===== config.mk =====
export PLATFORM = sky130hd
export DESIGN_NAME = periph_regs
export DESIGN_NICKNAME = d
export VERILOG_FILES = /design/src/hw/periph_regs_pkg.sv /design/src/hw/periph_regs.sv /design/src/hw/reset_sync.sv /design/src/hw/set_clear_bank.sv
export SDC_FILE = /design/constraint.sdc
export NUM_CORES = 1
export LEC_CHECK = 0
export ABC_CLOCK_PERIOD_IN_PS = 6500
export BUFFER_PORTS_ARGS = -buffer_cell sky130_fd_sc_hd__buf_2
export CAP_MARGIN = 30
export CORE_UTILIZATION = 28
export CTS_BUF_LIST = sky130_fd_sc_hd__clkbuf_8
export CTS_CLUSTER_SIZE = 8
export DETAILED_ROUTE_END_ITERATION = 6
export SYNTH_ARGS = -nofsm -noshare
export SYNTH_HDL_FRONTEND = slang
export SYNTH_SLANG_ARGS = --single-unit
export TNS_END_PERCENT = 1

===== constraint.sdc =====
create_clock -name i_core_clk -period 6.5 [get_ports i_core_clk]
set_input_delay 0.975 -clock i_core_clk [delete_from_list [all_inputs] [get_ports i_core_clk]]
set_output_delay 0.975 -clock i_core_clk [all_outputs]
set_load 0.02 [all_outputs]

===== src/hw/periph_regs_pkg.sv =====
// Purpose: Shared constants for the peripheral register interface
// Assumes: 32-bit word-only peripheral bus, byte addresses
// Notes: Offsets are byte addresses inside one peripheral window
package periph_regs_pkg;

  // ==========================================================
  // Widths and windows
  // ==========================================================
  localparam int DATA_W = 32;
  localparam int ADDR_W = 32;
  localparam int PERIPH_WIN_BITS = 14;
  localparam int VIC_WIN_BITS = 12;

  // ==========================================================
  // Register offsets
  // ==========================================================
  localparam logic [13:0] OFF_CMD = 14'h0000;
  localparam logic [13:0] OFF_CFG = 14'h0004;
  localparam logic [13:0] OFF_CH_EN = 14'h0010;
  localparam logic [13:0] OFF_CH_DIS = 14'h0014;
  localparam logic [13:0] OFF_CH_STAT = 14'h0018;
  localparam logic [13:0] OFF_STATUS = 14'h001C;
  localparam logic [13:0] OFF_IRQ_EN = 14'h0020;
  localparam logic [13:0] OFF_IRQ_DIS = 14'h0024;
  localparam logic [13:0] OFF_IRQ_MASK = 14'h0028;
  localparam logic [13:0] OFF_EVT_STAT = 14'h002C;

  // ==========================================================
  // Reset values
  // ==========================================================
  localparam logic [31:0] CFG_RESET = 32'h0000_0000;
  localparam logic [31:0] CH_RESET = 32'h0000_0000;
  localparam logic [31:0] MASK_RESET = 32'h0000_0000;
  localparam logic [31:0] ZERO_WORD = 32'h0000_0000;

endpackage


===== src/hw/periph_regs.sv =====
// Purpose: Common user-interface register bank of one peripheral
// Assumes: Single-cycle strobes from the bus master, no wait states
// Notes: Read data appear one cycle after the read strobe only
// Function
// - Word-only access, low address bits ignored
// - Decode own 16-Kbyte or 4-Kbyte window
// - Command register write-only, ones launch commands
// - Configuration read/write, resets to zero
// - Status read-only, writes change nothing
// - Enable write sets matching status bits
// - Disable write clears status, readable after
// - Zero bits in enable/disable ignored
// - Unused bits read as zero
// - Interrupt is OR of event status AND mask
// - Mask readable, changed via enable/disable
`timescale 1ns/1ps
`default_nettype none
module periph_regs #(
  parameter int CH_W = 8,
  parameter int EVT_W = 8,
  parameter int CMD_W = 8,
  parameter int CFG_W = 16,
  parameter int STAT_W = 8,
  parameter bit VIC_WINDOW = 1'b0,
  parameter logic [31:0] BASE_ADDR = 32'hFFFE_0000
) (
  input wire logic i_core_clk,
  input wire logic i_rstn,
  input wire logic [31:0] i_addr,
  input wire logic [31:0] i_wdata,
  input wire logic i_wr_stb,
  input wire logic i_rd_stb,
  output logic [31:0] o_rdata,
  input wire logic [STAT_W-1:0] i_periph_status,
  input wire logic [EVT_W-1:0] i_event,
  output logic [CMD_W-1:0] o_cmd_pulse,
  output logic [CFG_W-1:0] o_cfg,
  output logic [CH_W-1:0] o_ch_enabled,
  output logic o_irq
);
  // ==========================================================
  // Reset release
  // ==========================================================
  logic rstn_sync;

  reset_sync u_rst (
    .i_core_clk(i_core_clk),
    .i_rstn(i_rstn),
    .o_rstn(rstn_sync)
  );

  // ==========================================================
  // Address decode
  // ==========================================================
  localparam int WIN_BITS = VIC_WINDOW ? periph_regs_pkg::VIC_WIN_BITS : periph_regs_pkg::PERIPH_WIN_BITS;

  logic in_window;
  logic [13:0] offset;

  always_comb begin
    in_window = (i_addr[31:WIN_BITS] == BASE_ADDR[31:WIN_BITS]);
    offset = '0;
    offset[WIN_BITS-1:2] = i_addr[WIN_BITS-1:2];
  end

  logic wr_cmd, wr_cfg, wr_ch_en, wr_ch_dis, wr_irq_en, wr_irq_dis, wr_evt;

  always_comb begin
    wr_cmd = 1'b0;
    wr_cfg = 1'b0;
    wr_ch_en = 1'b0;
    wr_ch_dis = 1'b0;
    wr_irq_en = 1'b0;
    wr_irq_dis = 1'b0;
    wr_evt = 1'b0;
    if (i_wr_stb && in_window) begin
      if (offset == periph_regs_pkg::OFF_CMD) begin
        wr_cmd = 1'b1;
      end else if (offset == periph_regs_pkg::OFF_CFG) begin
        wr_cfg = 1'b1;
      end else if (offset == periph_regs_pkg::OFF_CH_EN) begin
        wr_ch_en = 1'b1;
      end else if (offset == periph_regs_pkg::OFF_CH_DIS) begin
        wr_ch_dis = 1'b1;
      end else if (offset == periph_regs_pkg::OFF_IRQ_EN) begin
        wr_irq_en = 1'b1;
      end else if (offset == periph_regs_pkg::OFF_IRQ_DIS) begin
        wr_irq_dis = 1'b1;
      end else if (offset == periph_regs_pkg::OFF_EVT_STAT) begin
        wr_evt = 1'b1;
      end
    end
  end

  // ==========================================================
  // Shadow banks
  // ==========================================================
  logic [CH_W-1:0] ch_state;
  logic [EVT_W-1:0] irq_mask;

  set_clear_bank #(
    .WIDTH(CH_W),
    .RESET_VAL(periph_regs_pkg::CH_RESET[CH_W-1:0])
  ) u_ch (
    .i_core_clk(i_core_clk),
    .i_rstn_sync(rstn_sync),
    .i_set_stb(wr_ch_en),
    .i_clr_stb(wr_ch_dis),
    .i_wdata(i_wdata[CH_W-1:0]),
    .o_state(ch_state)
  );

  set_clear_bank #(
    .WIDTH(EVT_W),
    .RESET_VAL(periph_regs_pkg::MASK_RESET[EVT_W-1:0])
  ) u_mask (
    .i_core_clk(i_core_clk),
    .i_rstn_sync(rstn_sync),
    .i_set_stb(wr_irq_en),
    .i_clr_stb(wr_irq_dis),
    .i_wdata(i_wdata[EVT_W-1:0]),
    .o_state(irq_mask)
  );

  // ==========================================================
  // Command, configuration, events, status sampling
  // ==========================================================
  logic [CMD_W-1:0] cmd_q, cmd_d;
  logic [CFG_W-1:0] cfg_q, cfg_d;
  logic [EVT_W-1:0] evt_q, evt_d;
  logic [STAT_W-1:0] stat_meta_q, stat_q;

  always_comb begin
    cmd_d = '0;
    if (wr_cmd) begin
      cmd_d = i_wdata[CMD_W-1:0];
    end
    cfg_d = cfg_q;
    if (wr_cfg) begin
      cfg_d = i_wdata[CFG_W-1:0];
    end
    evt_d = evt_q;
    if (wr_evt) begin
      evt_d = evt_q & ~i_wdata[EVT_W-1:0];
    end
    evt_d = evt_d | i_event;
  end

  always_ff @(posedge i_core_clk or negedge rstn_sync) begin
    if (!rstn_sync) begin
      cmd_q <= '0;
      cfg_q <= periph_regs_pkg::CFG_RESET[CFG_W-1:0];
      evt_q <= '0;
      stat_meta_q <= '0;
      stat_q <= '0;
    end else begin
      cmd_q <= cmd_d;
      cfg_q <= cfg_d;
      evt_q <= evt_d;
      stat_meta_q <= i_periph_status;
      stat_q <= stat_meta_q;
    end
  end

  // ==========================================================
  // Read path
  // ==========================================================
  logic [31:0] rdata_q, rdata_d;

  always_comb begin
    rdata_d = periph_regs_pkg::ZERO_WORD;
    if (i_rd_stb && in_window) begin
      if (offset == periph_regs_pkg::OFF_CFG) begin
        rdata_d[CFG_W-1:0] = cfg_q;
      end else if (offset == periph_regs_pkg::OFF_CH_STAT) begin
        rdata_d[CH_W-1:0] = ch_state;
      end else if (offset == periph_regs_pkg::OFF_STATUS) begin
        rdata_d[STAT_W-1:0] = stat_q;
      end else if (offset == periph_regs_pkg::OFF_IRQ_MASK) begin
        rdata_d[EVT_W-1:0] = irq_mask;
      end else if (offset == periph_regs_pkg::OFF_EVT_STAT) begin
        rdata_d[EVT_W-1:0] = evt_q;
      end
    end
  end

  always_ff @(posedge i_core_clk or negedge rstn_sync) begin
    if (!rstn_sync) begin
      rdata_q <= '0;
    end else begin
      rdata_q <= rdata_d;
    end
  end

  // ==========================================================
  // Outputs
  // ==========================================================
  assign o_rdata = rdata_q;
  assign o_cmd_pulse = cmd_q;
  assign o_cfg = cfg_q;
  assign o_ch_enabled = ch_state;
  assign o_irq = |(evt_q & irq_mask);
endmodule
`default_nettype wire


===== src/hw/reset_sync.sv =====
// Purpose: Two-stage release synchroniser for the active-low reset
// Assumes: Asynchronous assertion
// Notes: Output deasserts two edges after input release
`timescale 1ns/1ps
`default_nettype none
module reset_sync (
  input wire logic i_core_clk,
  input wire logic i_rstn,
  output logic o_rstn
);
  logic meta_q;
  logic sync_q;

  always_ff @(posedge i_core_clk or negedge i_rstn) begin
    if (!i_rstn) begin
      meta_q <= 1'b0;
      sync_q <= 1'b0;
    end else begin
      meta_q <= 1'b1;
      sync_q <= meta_q;
    end
  end

  assign o_rstn = sync_q;
endmodule
`default_nettype wire


===== src/hw/set_clear_bank.sv =====
// Purpose: Enable/disable/status shadow bit bank
// Assumes: Set and clear strobes are one cycle, same clock
// Notes: Zero bits in either word leave state untouched
`timescale 1ns/1ps
`default_nettype none
module set_clear_bank #(
  parameter int WIDTH = 32,
  parameter logic [WIDTH-1:0] RESET_VAL = '0
) (
  input wire logic i_core_clk,
  input wire logic i_rstn_sync,
  input wire logic i_set_stb,
  input wire logic i_clr_stb,
  input wire logic [WIDTH-1:0] i_wdata,
  output logic [WIDTH-1:0] o_state
);
  logic [WIDTH-1:0] state_q;
  logic [WIDTH-1:0] state_d;

  always_comb begin
    state_d = state_q;
    if (i_set_stb) begin
      state_d = state_q | i_wdata;
    end else if (i_clr_stb) begin
      state_d = state_q & ~i_wdata;
    end
  end

  always_ff @(posedge i_core_clk or negedge i_rstn_sync) begin
    if (!i_rstn_sync) begin
      state_q <= RESET_VAL;
    end else begin
      state_q <= state_d;
    end
  end

  assign o_state = state_q;
endmodule
`default_nettype wire


==> key figures, run 1 <==
Pwr
  • Sequential share of power: 54.4%
  • Switching power: 0.000232 W
  • Switching Fraction: 24.3%
  • Logic pwr share: 5.9%
  • Int Power: 0.000724 W
  • Clock power share: 39.7%
  • Pwr Density: 210 nW/µm²
  • LEAKAGE: 2.32 nW
  • Max VDD drop: 83.4 µV

Die
  • Row count: 41
  • Core Region: 12,600 µm²
  • Die X: 116 µm
  • # IOs: 149
  • Starting Density: 28.8%
  • DIE AREA: 13,400 µm²
  • Die Ht: 116 µm

Clock network
  • Clock Path Buffers: 2
  • Setup bufs post-CTS: 0
  • H-Tree Depth: 3
  • Post-CTS sizing: 0
  • Clk root buf: clkbuf_8
  • CTS Buf Count: 9
  • # hold bufs at CTS: 0
  • Sink Count: 82
  • Worst-Skew Late Latency: 360 ps
  • Worst-path clk slew: 80 ps
  • CTS tree: yes

Finish
  • Final-layout fill cell count: 1,303
  • Layout cells sized above 1: 39.5%
  • Final Cell Area: 4550 µm²
  • Antenna cells: 0
  • Final net count: 497
  • Layout area overhead: 25.1%

Worst setup path
  • CP peak stage delay: 630 ps
  • Reg2Reg Setup Slack: 5380 ps
  • Crit end category: flip-flop
  • FF-to-FF End: o_rdata[3]
  • Slowest cell on the critical path: nor4_1
  • Critical Path AT: 3200 ps
  • Critical-path cell list: buf_2, nor4_1, nand3_1, nor4b_4, buf_4, mux2_2
  • Crit-path leading delay family: simple AND/OR/NAND/NOR gates
  • Critical Path End: o_cfg[0]
  • CP startpoint: i_addr[11]
  • CP required: 6740 ps
  • Crit. path cell count: 6
  • Reg2Reg Depth: 4
  • Crit-path max FO: 16
  • Classification of the worst setup path: in2reg
  • Crit path buf inv count: 2
  • Worst Setup Start Kind: primary input

Drt
  • Total Wirelength: 9600 µm
  • Starting DRT DRC Count: 171
  • DRC viols: 0
  • Vias per cell: 4.58
  • WL per Instance: 16.3 µm
  • Routed vias: 2,701
  • Detail Route Antenna Nets: 0
  • 1st-pass router iterations: 4

Timing
  • Hold Fails Final Rpt: 0
  • Min Tclk post-route: 2960 ps
  • Fmax achieved: 0.338 GHz
  • Slew Limit Fails: 0
  • Slew margin rel.: 41.0%
  • Final Cycle Share: 45.6%
  • Worst Clk Skew: 9.82 ps
  • Fin Setup TNS: 0 ps
  • RSZ-0062 raised after global routing: false
  • Worst Tran Pin Value: 878 ps
  • Setup violations, final: 0

GRT
  • Gr usage total: 14.8%
  • Vias in the first global route: 2,656
  • Met2 layer usage reported by global route: 22.7%
  • Total congestion overflow: 0
  • Largest net degree at the start of global routing: 58
  • GRT met1 Usage: 18.6%
  • Met3 Use GR: 4.92%
  • Initial antenna violation count: 0
  • Top Usage Layer GRT: met2
  • First-pass GRT wire length: 14,500 µm

Yosys
  • Cells after synthesis: 299
  • FF+latch count, synth: 82
  • Prevailing post-synth register cell: dfrtp_1
  • Mean Syn Cell Area: 12.1 µm²
  • Synth cell types: 38
  • Asr flop ratio synth: 100%
  • EDFF count, synth: 0
  • Warnings, synthesis: 0
  • Synthesized area: 3630 µm²
  • Seq/Total Area, Yosys: 56.5%

Outcome
  • Status: finished clean

Place
  • DP Area: 4340 µm²
  • GP Congestion: 0.818
  • Number of port buffers: 114
  • HPWL Detailed: 7090 µm

Job
  • Max-Cap Viols: 0

Min path
  • Worst Hold Class: reg2async
## layout by cell type (no fill, tap or decap), types with 2 or more instances in the layout
cell type,instances
buf_4,2
nand3_1,5
nor4_1,10
nand4_1,12
and3_1,9
conb_1,17
clkbuf_8,10
o221a_2,7
dfrtp_1,81
nand2b_1,9
a32o_1,8
nor4_2,3
o22ai_1,8
mux2_2,16
clkinvlp_4,2
nor2_1,11
clkinv_2,2
and2_1,10
inv_1,26
a22oi_1,4
o41ai_1,8
mux2i_1,24
buf_2,114
## synthesized netlist by cell type, types with 5 or more instances
cell	instances	area, µm²
a32o_1	8	80.1
and2_1	10	62.6
and3_1	9	56.3
buf_4	16	120
clkbuf_1	10	37.5
dfrtp_1	82	2050
inv_1	26	97.6
mux2_2	16	180
mux2i_1	24	240
nand2b_1	9	56.3
nand3_1	5	25.0
nand4_1	12	75.1
nor2_1	11	41.3
nor4_1	10	62.6
o221a_2	7	78.8
o22ai_1	8	50.1
o41ai_1	8	70.1
## layer usage
| metal | wire (µm) | up-vias |
|---|---|---|
| met5 | 0 | - |
| met1 | 4110 | 1299 |
| met2 | 4490 | 89 |
| li1 | - | 1290 |
| met3 | 689 | 23 |
| met4 | 308 | 0 |
## kinds of logic (layout without fill, tap and decap cells)
family | after synthesis | count (layout) | synth area share, %
compound gates | 37 | 37 | 9.03
buf+inv | 55 | 159 | 7.54
flops | 82 | 82 | 56.5
mux | 40 | 40 | 11.6
other cells | 2 | 17 | 0.207
simple gates | 83 | 83 | 15.2
## per-stage QoR
step	hold slack (ps)	util [%]	setup WS (ps)	cells	power (W)
floorplan	331	-	3520	314	0.000562
global placement	337	34.2	3180	573	0.000585
detailed placement	250	34.4	3160	574	0.000588
CTS	259	36.0	3540	590	0.000970
global route	282	36.0	3380	590	0.000997
finish	245	36.0	3540	590	0.000956
## final cells by class
cell class,count,area [µm²],area share [%]
multi-input cells,177,1360,30.0
flip-flops and latches,82,2060,45.2
inverters,26,97.6,2.15
well taps,172,215,4.73
repair buffers,117,613,13.5
clock inverters,6,63.8,1.40
clock buffers,10,138,3.03
## power by group through the flow
stage / sequential (W) / clock, W / combinational, W
after global routing: 0.000522 / 0.000412 / 0.0000628
after global placement: 0.000537 / 0 / 0.0000475
final: 0.000520 / 0.000379 / 0.0000568
after CTS: 0.000521 / 0.000392 / 0.0000575
after detailed placement: 0.000531 / 0 / 0.0000573
after floorplan: 0.000533 / 0 / 0.0000282
## worst min path at each step
stage | startpoint | end | slack (ps) | cells after the start
4_1_cts | u_rst.o_rstn | stat_q[0] | 260 | 0
5_1_grt | u_rst.o_rstn | stat_q[2] | 280 | 0
6_report | u_rst.o_rstn | stat_q[0] | 240 | 0
3_3_place_gp | stat_meta_q[3] | stat_q[3] | 340 | 0
2_1_floorplan | stat_meta_q[0] | stat_q[0] | 330 | 0
3_5_place_dp | u_rst.o_rstn | stat_meta_q[0] | 250 | 0
Power figures use the tool's default switching activity.
==> inputs of run 2 (changes only) <==
Settings changed: ABC_CLOCK_PERIOD_IN_PS 6500 to 2640.
Clock period 6.5 ns to 2.64 ns, I/O delays scaled along.
==> run 2 against run 1 <==
Utilization grew 0.67 points; register-to-register slack worse by 3800 ps; cell count grew 1.9%; sequential cell count unchanged; first-iteration DRC count fell by 23%; via count is 1.3% higher; hold slack got worse by 120 ps; critical path type unchanged.
==> key figures, run 2 (synthesis gave the netlist of run 1 again) <==
Drt
  • WL per Instance: 16.3 µm (about the same)
  • Vias per cell: 4.55 (-0.52%)
  • Routed vias: 2,737 (+1.3%)
  • DRC viols: 0 (unchanged)
  • Starting DRT DRC Count: 132 (-23%)
  • Detail Route Antenna Nets: 0 (unchanged)
  • 1st-pass router iterations: 4 (unchanged)
  • Total Wirelength: 9780 µm (+1.9%)

Clock network
  • CTS tree: yes
  • # hold bufs at CTS: 1 (+1)
  • Worst-path clk slew: 90 ps (about the same)
  • Setup bufs post-CTS: 0 (unchanged)
  • Worst-Skew Late Latency: 370 ps (about the same)
  • Clk root buf: clkbuf_8
  • H-Tree Depth: 3 (unchanged)
  • Post-CTS sizing: 0 (unchanged)
  • CTS Buf Count: 9 (unchanged)
  • Clock Path Buffers: 2 (unchanged)
  • Sink Count: 82 (unchanged)

Finish
  • Layout cells sized above 1: 40.8% (+1.3 points)
  • Final net count: 509 (+2.4%)
  • Non-filler cells, final: 601 (+1.9%)
  • Antenna cells: 0 (unchanged)
  • Commonest non-fill, non-tap cell in the layout: buf_2
  • Commonest non-fill, non-tap cells in the layout: buf_2 (114), dfrtp_1 (81), inv_1 (26), mux2i_1 (24), conb_1 (17)
  • Final Cell Area: 4630 µm² (+1.9%)
  • Layout area overhead: 27.5%

Worst setup path
  • Crit-path max FO: 10 (-6)
  • Classification of the worst setup path: in2reg
  • Worst Setup Start Kind: primary input
  • FF-to-FF End: o_rdata[2]
  • Critical Path End: o_rdata[3]
  • Critical Path AT: 2360 ps (-840 ps)
  • Reg2Reg Setup Slack: 1540 ps (-3840 ps)
  • R2R Path Start: evt_q[2]
  • Crit end category: flip-flop
  • CP required: 2880 ps (-3860 ps)
  • CP startpoint: i_addr[7]
  • Reg2Reg Depth: 3 (-1)

Die
  • # IOs: 149 (unchanged)
  • Starting Density: 28.8% (unchanged)
  • Core Region: 12,600 µm² (unchanged)
  • DIE AREA: 13,400 µm² (unchanged)
  • Die Ht: 116 µm (unchanged)
  • Die X: 116 µm (unchanged)
  • Row count: 41 (unchanged)

GRT
  • Total congestion overflow: 0 (unchanged)
  • Initial antenna violation count: 0 (unchanged)
  • Largest net degree at the start of global routing: 42 (-28%)
  • Vias in the first global route: 2,598 (-2.2%)
  • First-pass GRT wire length: 14,600 µm (+0.81%)
  • Gr usage total: 15.1% (+0.31 points)

Pwr
  • LEAKAGE: 2.38 nW (+2.4%)
  • Power consumption: 0.00233 W (+140%)
  • Max VDD drop: 184 µV (+120%)
  • Pwr Density: 503 nW/µm² (+140%)

Timing
  • Slew margin rel.: 47.9% (+6.9 points)
  • RSZ-0062 raised after global routing: false
  • Worst Clk Skew: 12.6 ps (+2.76 ps)
  • Min Tclk post-route: 2110 ps
  • Slew Limit Fails: 0 (unchanged)
  • Final Cycle Share: 80.1%
  • Worst hold margin: 125 ps (-120 ps)
  • Fin Setup TNS: 0 ps (unchanged)
  • Fmax achieved: 0.473 GHz
  • Hold Fails Final Rpt: 0 (unchanged)
  • Worst Tran Pin Value: 778 ps (-100 ps)
  • Setup violations, final: 0 (unchanged)

Place
  • DP Area: 4430 µm² (+2.0%)
  • HPWL Detailed: 7240 µm (+2.1%)
  • GP Congestion: 0.839 (+2.5%)
  • Number of port buffers: 114 (unchanged)
  • Placed Instances: 585 (+1.9%)

Outcome
  • Status: finished clean

Job
  • Max-Cap Viols: 0 (unchanged)

Min path
  • Worst Hold Class: in2reg
[run 2: changes by cell type in the layout (fill, tap and decap cells not counted)]
cell           previous run  this run
buf_16                    1         0
clkbuf_8                 10         9
clkinvlp_4                2         1
buf_4                     2        12
dlygate4sd3_1             0         1
buf_12                    0         2
inv_6                     1         2
[run 2: how the worst min path moves through the flow]
| stage | from | end | slack (ps) | cells after the start |
|---|---|---|---|---|
| 3_5_place_dp | i_rstn | u_rst.meta_q | 180 | 1 |
| 6_report | i_periph_status[2] | stat_meta_q[2] | 120 | 1 |
| 5_1_grt | i_periph_status[2] | stat_meta_q[2] | 100 | 1 |
| 3_3_place_gp | i_rstn | u_rst.meta_q | 180 | 1 |
| 2_1_floorplan | i_rstn | u_rst.meta_q | 100 | 0 |
| 4_1_cts | i_periph_status[2] | stat_meta_q[2] | 120 | 1 |
[run 2: critical path, stage by stage]
cell	delay, ps
buf_2	100
or4_4	570
or3_4	390
buf_4	190
or2_2	390
o221a_2	320
[run 2: routing by layer]
| layer | GRT usage, % | vias to the layer above | wire length (µm) | share of wire [%] |
|---|---|---|---|---|
| li1 | - | 1309 | - | - |
| met5 | 0 | - | 0 | 0 |
| met2 | 22.9 | 109 | 4600 | 47 |
| met1 | 19.4 | 1299 | 4120 | 42 |
| met3 | 4.39 | 20 | 767 | 7.8 |
| met4 | 8.21 | 0 | 293 | 3.0 |
[run 2: cell type report]
type                            instances  area (µm²)
Clock inverter                          6        65.1
Clock buffer                            9         124
Multi-Input combinational cell        177        1360
Timing Repair Buffer                  129         711
Sequential cell                        82        2060
Tap cell                              172         215
Fill cell                            1273        7990
Inverter                               26        97.6
[run 2: report_power, final]
part	switching [W]	internal (W)	total, W
Combinational	0.0000843	0.0000525	0.000137
Clock	0.000469	0.000435	0.000904
Sequential	0.0000170	0.00127	0.00129
[run 2: stage by stage]
step           setup WS, ps  utilization [%]
6_report                526             36.7
5_1_grt                 507             36.7
4_1_cts                 553             36.7
3_5_place_dp            162             35.1
3_3_place_gp            180             35.0
2_1_floorplan           187                -
==> inputs of run 3 (changes only) <==
Settings changed: ABC_CLOCK_PERIOD_IN_PS 2640 to 1700.
Clock period 2.64 ns to 1.7 ns, I/O delays scaled along.
==> run 3 against run 2 <==
The run now ends with negative setup slack left; sequential share of layout area shrank 1.9 points; power grew 60%; clock skew shrank 2.4 ps; sequential cell count is the same; utilization grew 1.7 points; combinational power grew 86%.
==> key figures, run 3 (synthesis gave the netlist of run 1 again) <==
Timing
  • Worst hold margin: 70.3 ps (-54.3 ps)
  • Min Tclk post-route: 1870 ps
  • Hold Fails Final Rpt: 0 (unchanged)
  • Final Cycle Share: 110%
  • PnR worst setup slack: -170 ps (-696 ps)
  • RSZ-0062 raised after global routing: true
  • Setup violations, final: 24 (+24)
  • Worst Clk Skew: 10.2 ps (-2.42 ps)
  • Slew Limit Fails: 0 (unchanged)
  • Fin Setup TNS: -2910 ps (-2910 ps)
  • Fmax achieved: 0.535 GHz

Die
  • Die X: 116 µm (unchanged)
  • Starting Density: 28.8% (unchanged)
  • Row count: 41 (unchanged)
  • Die Ht: 116 µm (unchanged)
  • DIE AREA: 13,400 µm² (unchanged)
  • # IOs: 149 (unchanged)
  • Core Region: 12,600 µm² (unchanged)

Min path
  • Worst Hold Class: in2reg
  • Hold path startpoint: i_event[2]
  • Hold-critical path endpoint: evt_q[2]
  • Hold depth: 2 (+1)

Place
  • GP Congestion: 0.848 (+1.1%)
  • Post-Place Worst Slack: -567 ps (-730 ps)
  • Number of port buffers: 114 (unchanged)
  • DP Area: 4540 µm² (+2.5%)
  • HPWL Detailed: 7630 µm (+5.3%)

Job
  • Max-Cap Viols: 0 (unchanged)

Clock network
  • Setup bufs post-CTS: 0 (unchanged)
  • Sink Count: 82 (unchanged)
  • H-Tree Depth: 3 (unchanged)
  • Worst-path clk slew: 80 ps (about the same)
  • CTS Buf Count: 9 (unchanged)
  • Clock Path Buffers: 2 (unchanged)
  • CTS tree: yes
  • Worst-Skew Late Latency: 370 ps (about the same)
  • Clk root buf: clkbuf_8

Finish
  • Register area: 2060 µm² (unchanged)
  • Multi-input logic area: 1370 µm² (+0.18%)
  • Final net count: 532 (+4.5%)
  • Final-layout fill cell count: 1,297 (+1.9%)
  • Final Cell Area: 4840 µm² (+4.6%)
  • Commonest non-fill, non-tap cells in the layout: buf_2 (114), dfrtp_1 (81), inv_1 (28), buf_4 (27), mux2i_1 (24)
  • Antenna cells: 0 (unchanged)
  • Layout area overhead: 33.3%
  • Commonest non-fill, non-tap cell in the layout: buf_2
  • Utilization after layout: 38.4% (+1.7 points)
  • Layout cells sized above 1: 41.7% (+0.93 points)

GRT
  • First-pass GRT wire length: 15,400 µm (+5.0%)
  • Gr usage total: 15.7% (+0.55 points)
  • Initial antenna violation count: 0 (unchanged)
  • Largest net degree at the start of global routing: 49 (+17%)
  • Vias in the first global route: 2,866 (+10%)
  • Total congestion overflow: 0 (unchanged)

Drt
  • Vias per cell: 4.59 (+0.76%)
  • Routed vias: 2,868 (+4.8%)
  • Starting DRT DRC Count: 147 (+11%)
  • 1st-pass router iterations: 4 (unchanged)
  • WL per Instance: 16.2 µm (-0.57%)
  • DRC viols: 0 (unchanged)
  • Total Wirelength: 10,100 µm (+3.4%)
  • Detail Route Antenna Nets: 0 (unchanged)

Pwr
  • LEAKAGE: 2.50 nW (+5.1%)
  • Max VDD drop: 306 µV (+67%)
  • Pwr Density: 771 nW/µm² (+53%)

Worst setup path
  • FF-to-FF End: o_rdata[5]
  • Crit end category: flip-flop
  • Crit-path max FO: 16 (+6)
  • Critical Path AT: 2130 ps (-230 ps)
  • Worst Setup Start Kind: primary input
  • CP required: 1960 ps (-920 ps)
  • Reg2Reg Depth: 3 (unchanged)
  • CP startpoint: i_addr[7]
  • Classification of the worst setup path: in2reg
  • Reg2Reg Setup Slack: 580 ps (-960 ps)

Outcome
  • Status: finished, violations left
  • Failing checks: negative setup slack
[run 3: changes by cell type in the layout (fill, tap and decap cells not counted), sizes merged]
cell,before,now
inv,28,29
dlygate4sd3,1,9
clkinv,2,1
clkinvlp,1,0
clkbuf,9,11
buf,128,143
[run 3: power by group]
part	internal (W)	switching, W	total (W)
clock network	0.000757	0.000731	0.00149
registers	0.00197	0.0000187	0.00199
logic	0.000107	0.000148	0.000255
total	0.00284	0.000897	0.00373
[run 3: critical path: stages]
cell and delay, ps:
buf_2 100, or4_4 520, or3_4 370, nor4b_4 320
buf_12 200, mux2_2 340
[run 3: routing by layer]
metal / global-route usage, % / vias to the layer above / routed length (µm)
li1: - / 1357 / -
met1: 19.9 / 1396 / 4500
met2: 24.8 / 103 / 4730
met3: 4.71 / 12 / 747
met4: 6.58 / 0 / 129
met5: 0 / - / 0
[run 3: metrics by stage]
stage               instances  power (W)
global placement          600    0.00227
CTS                       625    0.00378
finish                    625    0.00373
global route              625    0.00390
floorplan                 314    0.00215
detailed placement        600    0.00227
[run 3: cell type report]
class,instances,share of cell area (%)
Inverter,26,2.01
Clock inverter,5,1.14
Multi-Input combinational cell,177,28.2
Tap cell,172,4.44
Sequential cell,82,42.4
Timing Repair Buffer,152,18.7
Clock buffer,11,3.13
[run 3: what timing repair did]
action	4_1_cts	5_1_grt
hold buffers	9	0
endpoints found under the hold margin	10	0
resized for setup	1	0
setup endpoints to repair	24	32
[run 3: worst max-delay path by stage]
stage,end,depth (start not counted),slack [ps]
after global routing,o_cfg[12],6,-190
after global placement,o_cfg[10],6,-540
after detailed placement,o_cfg[15],6,-570
after CTS,o_cfg[15],6,-170
final,o_cfg[9],6,-170
after floorplan,o_cfg[10],5,-560
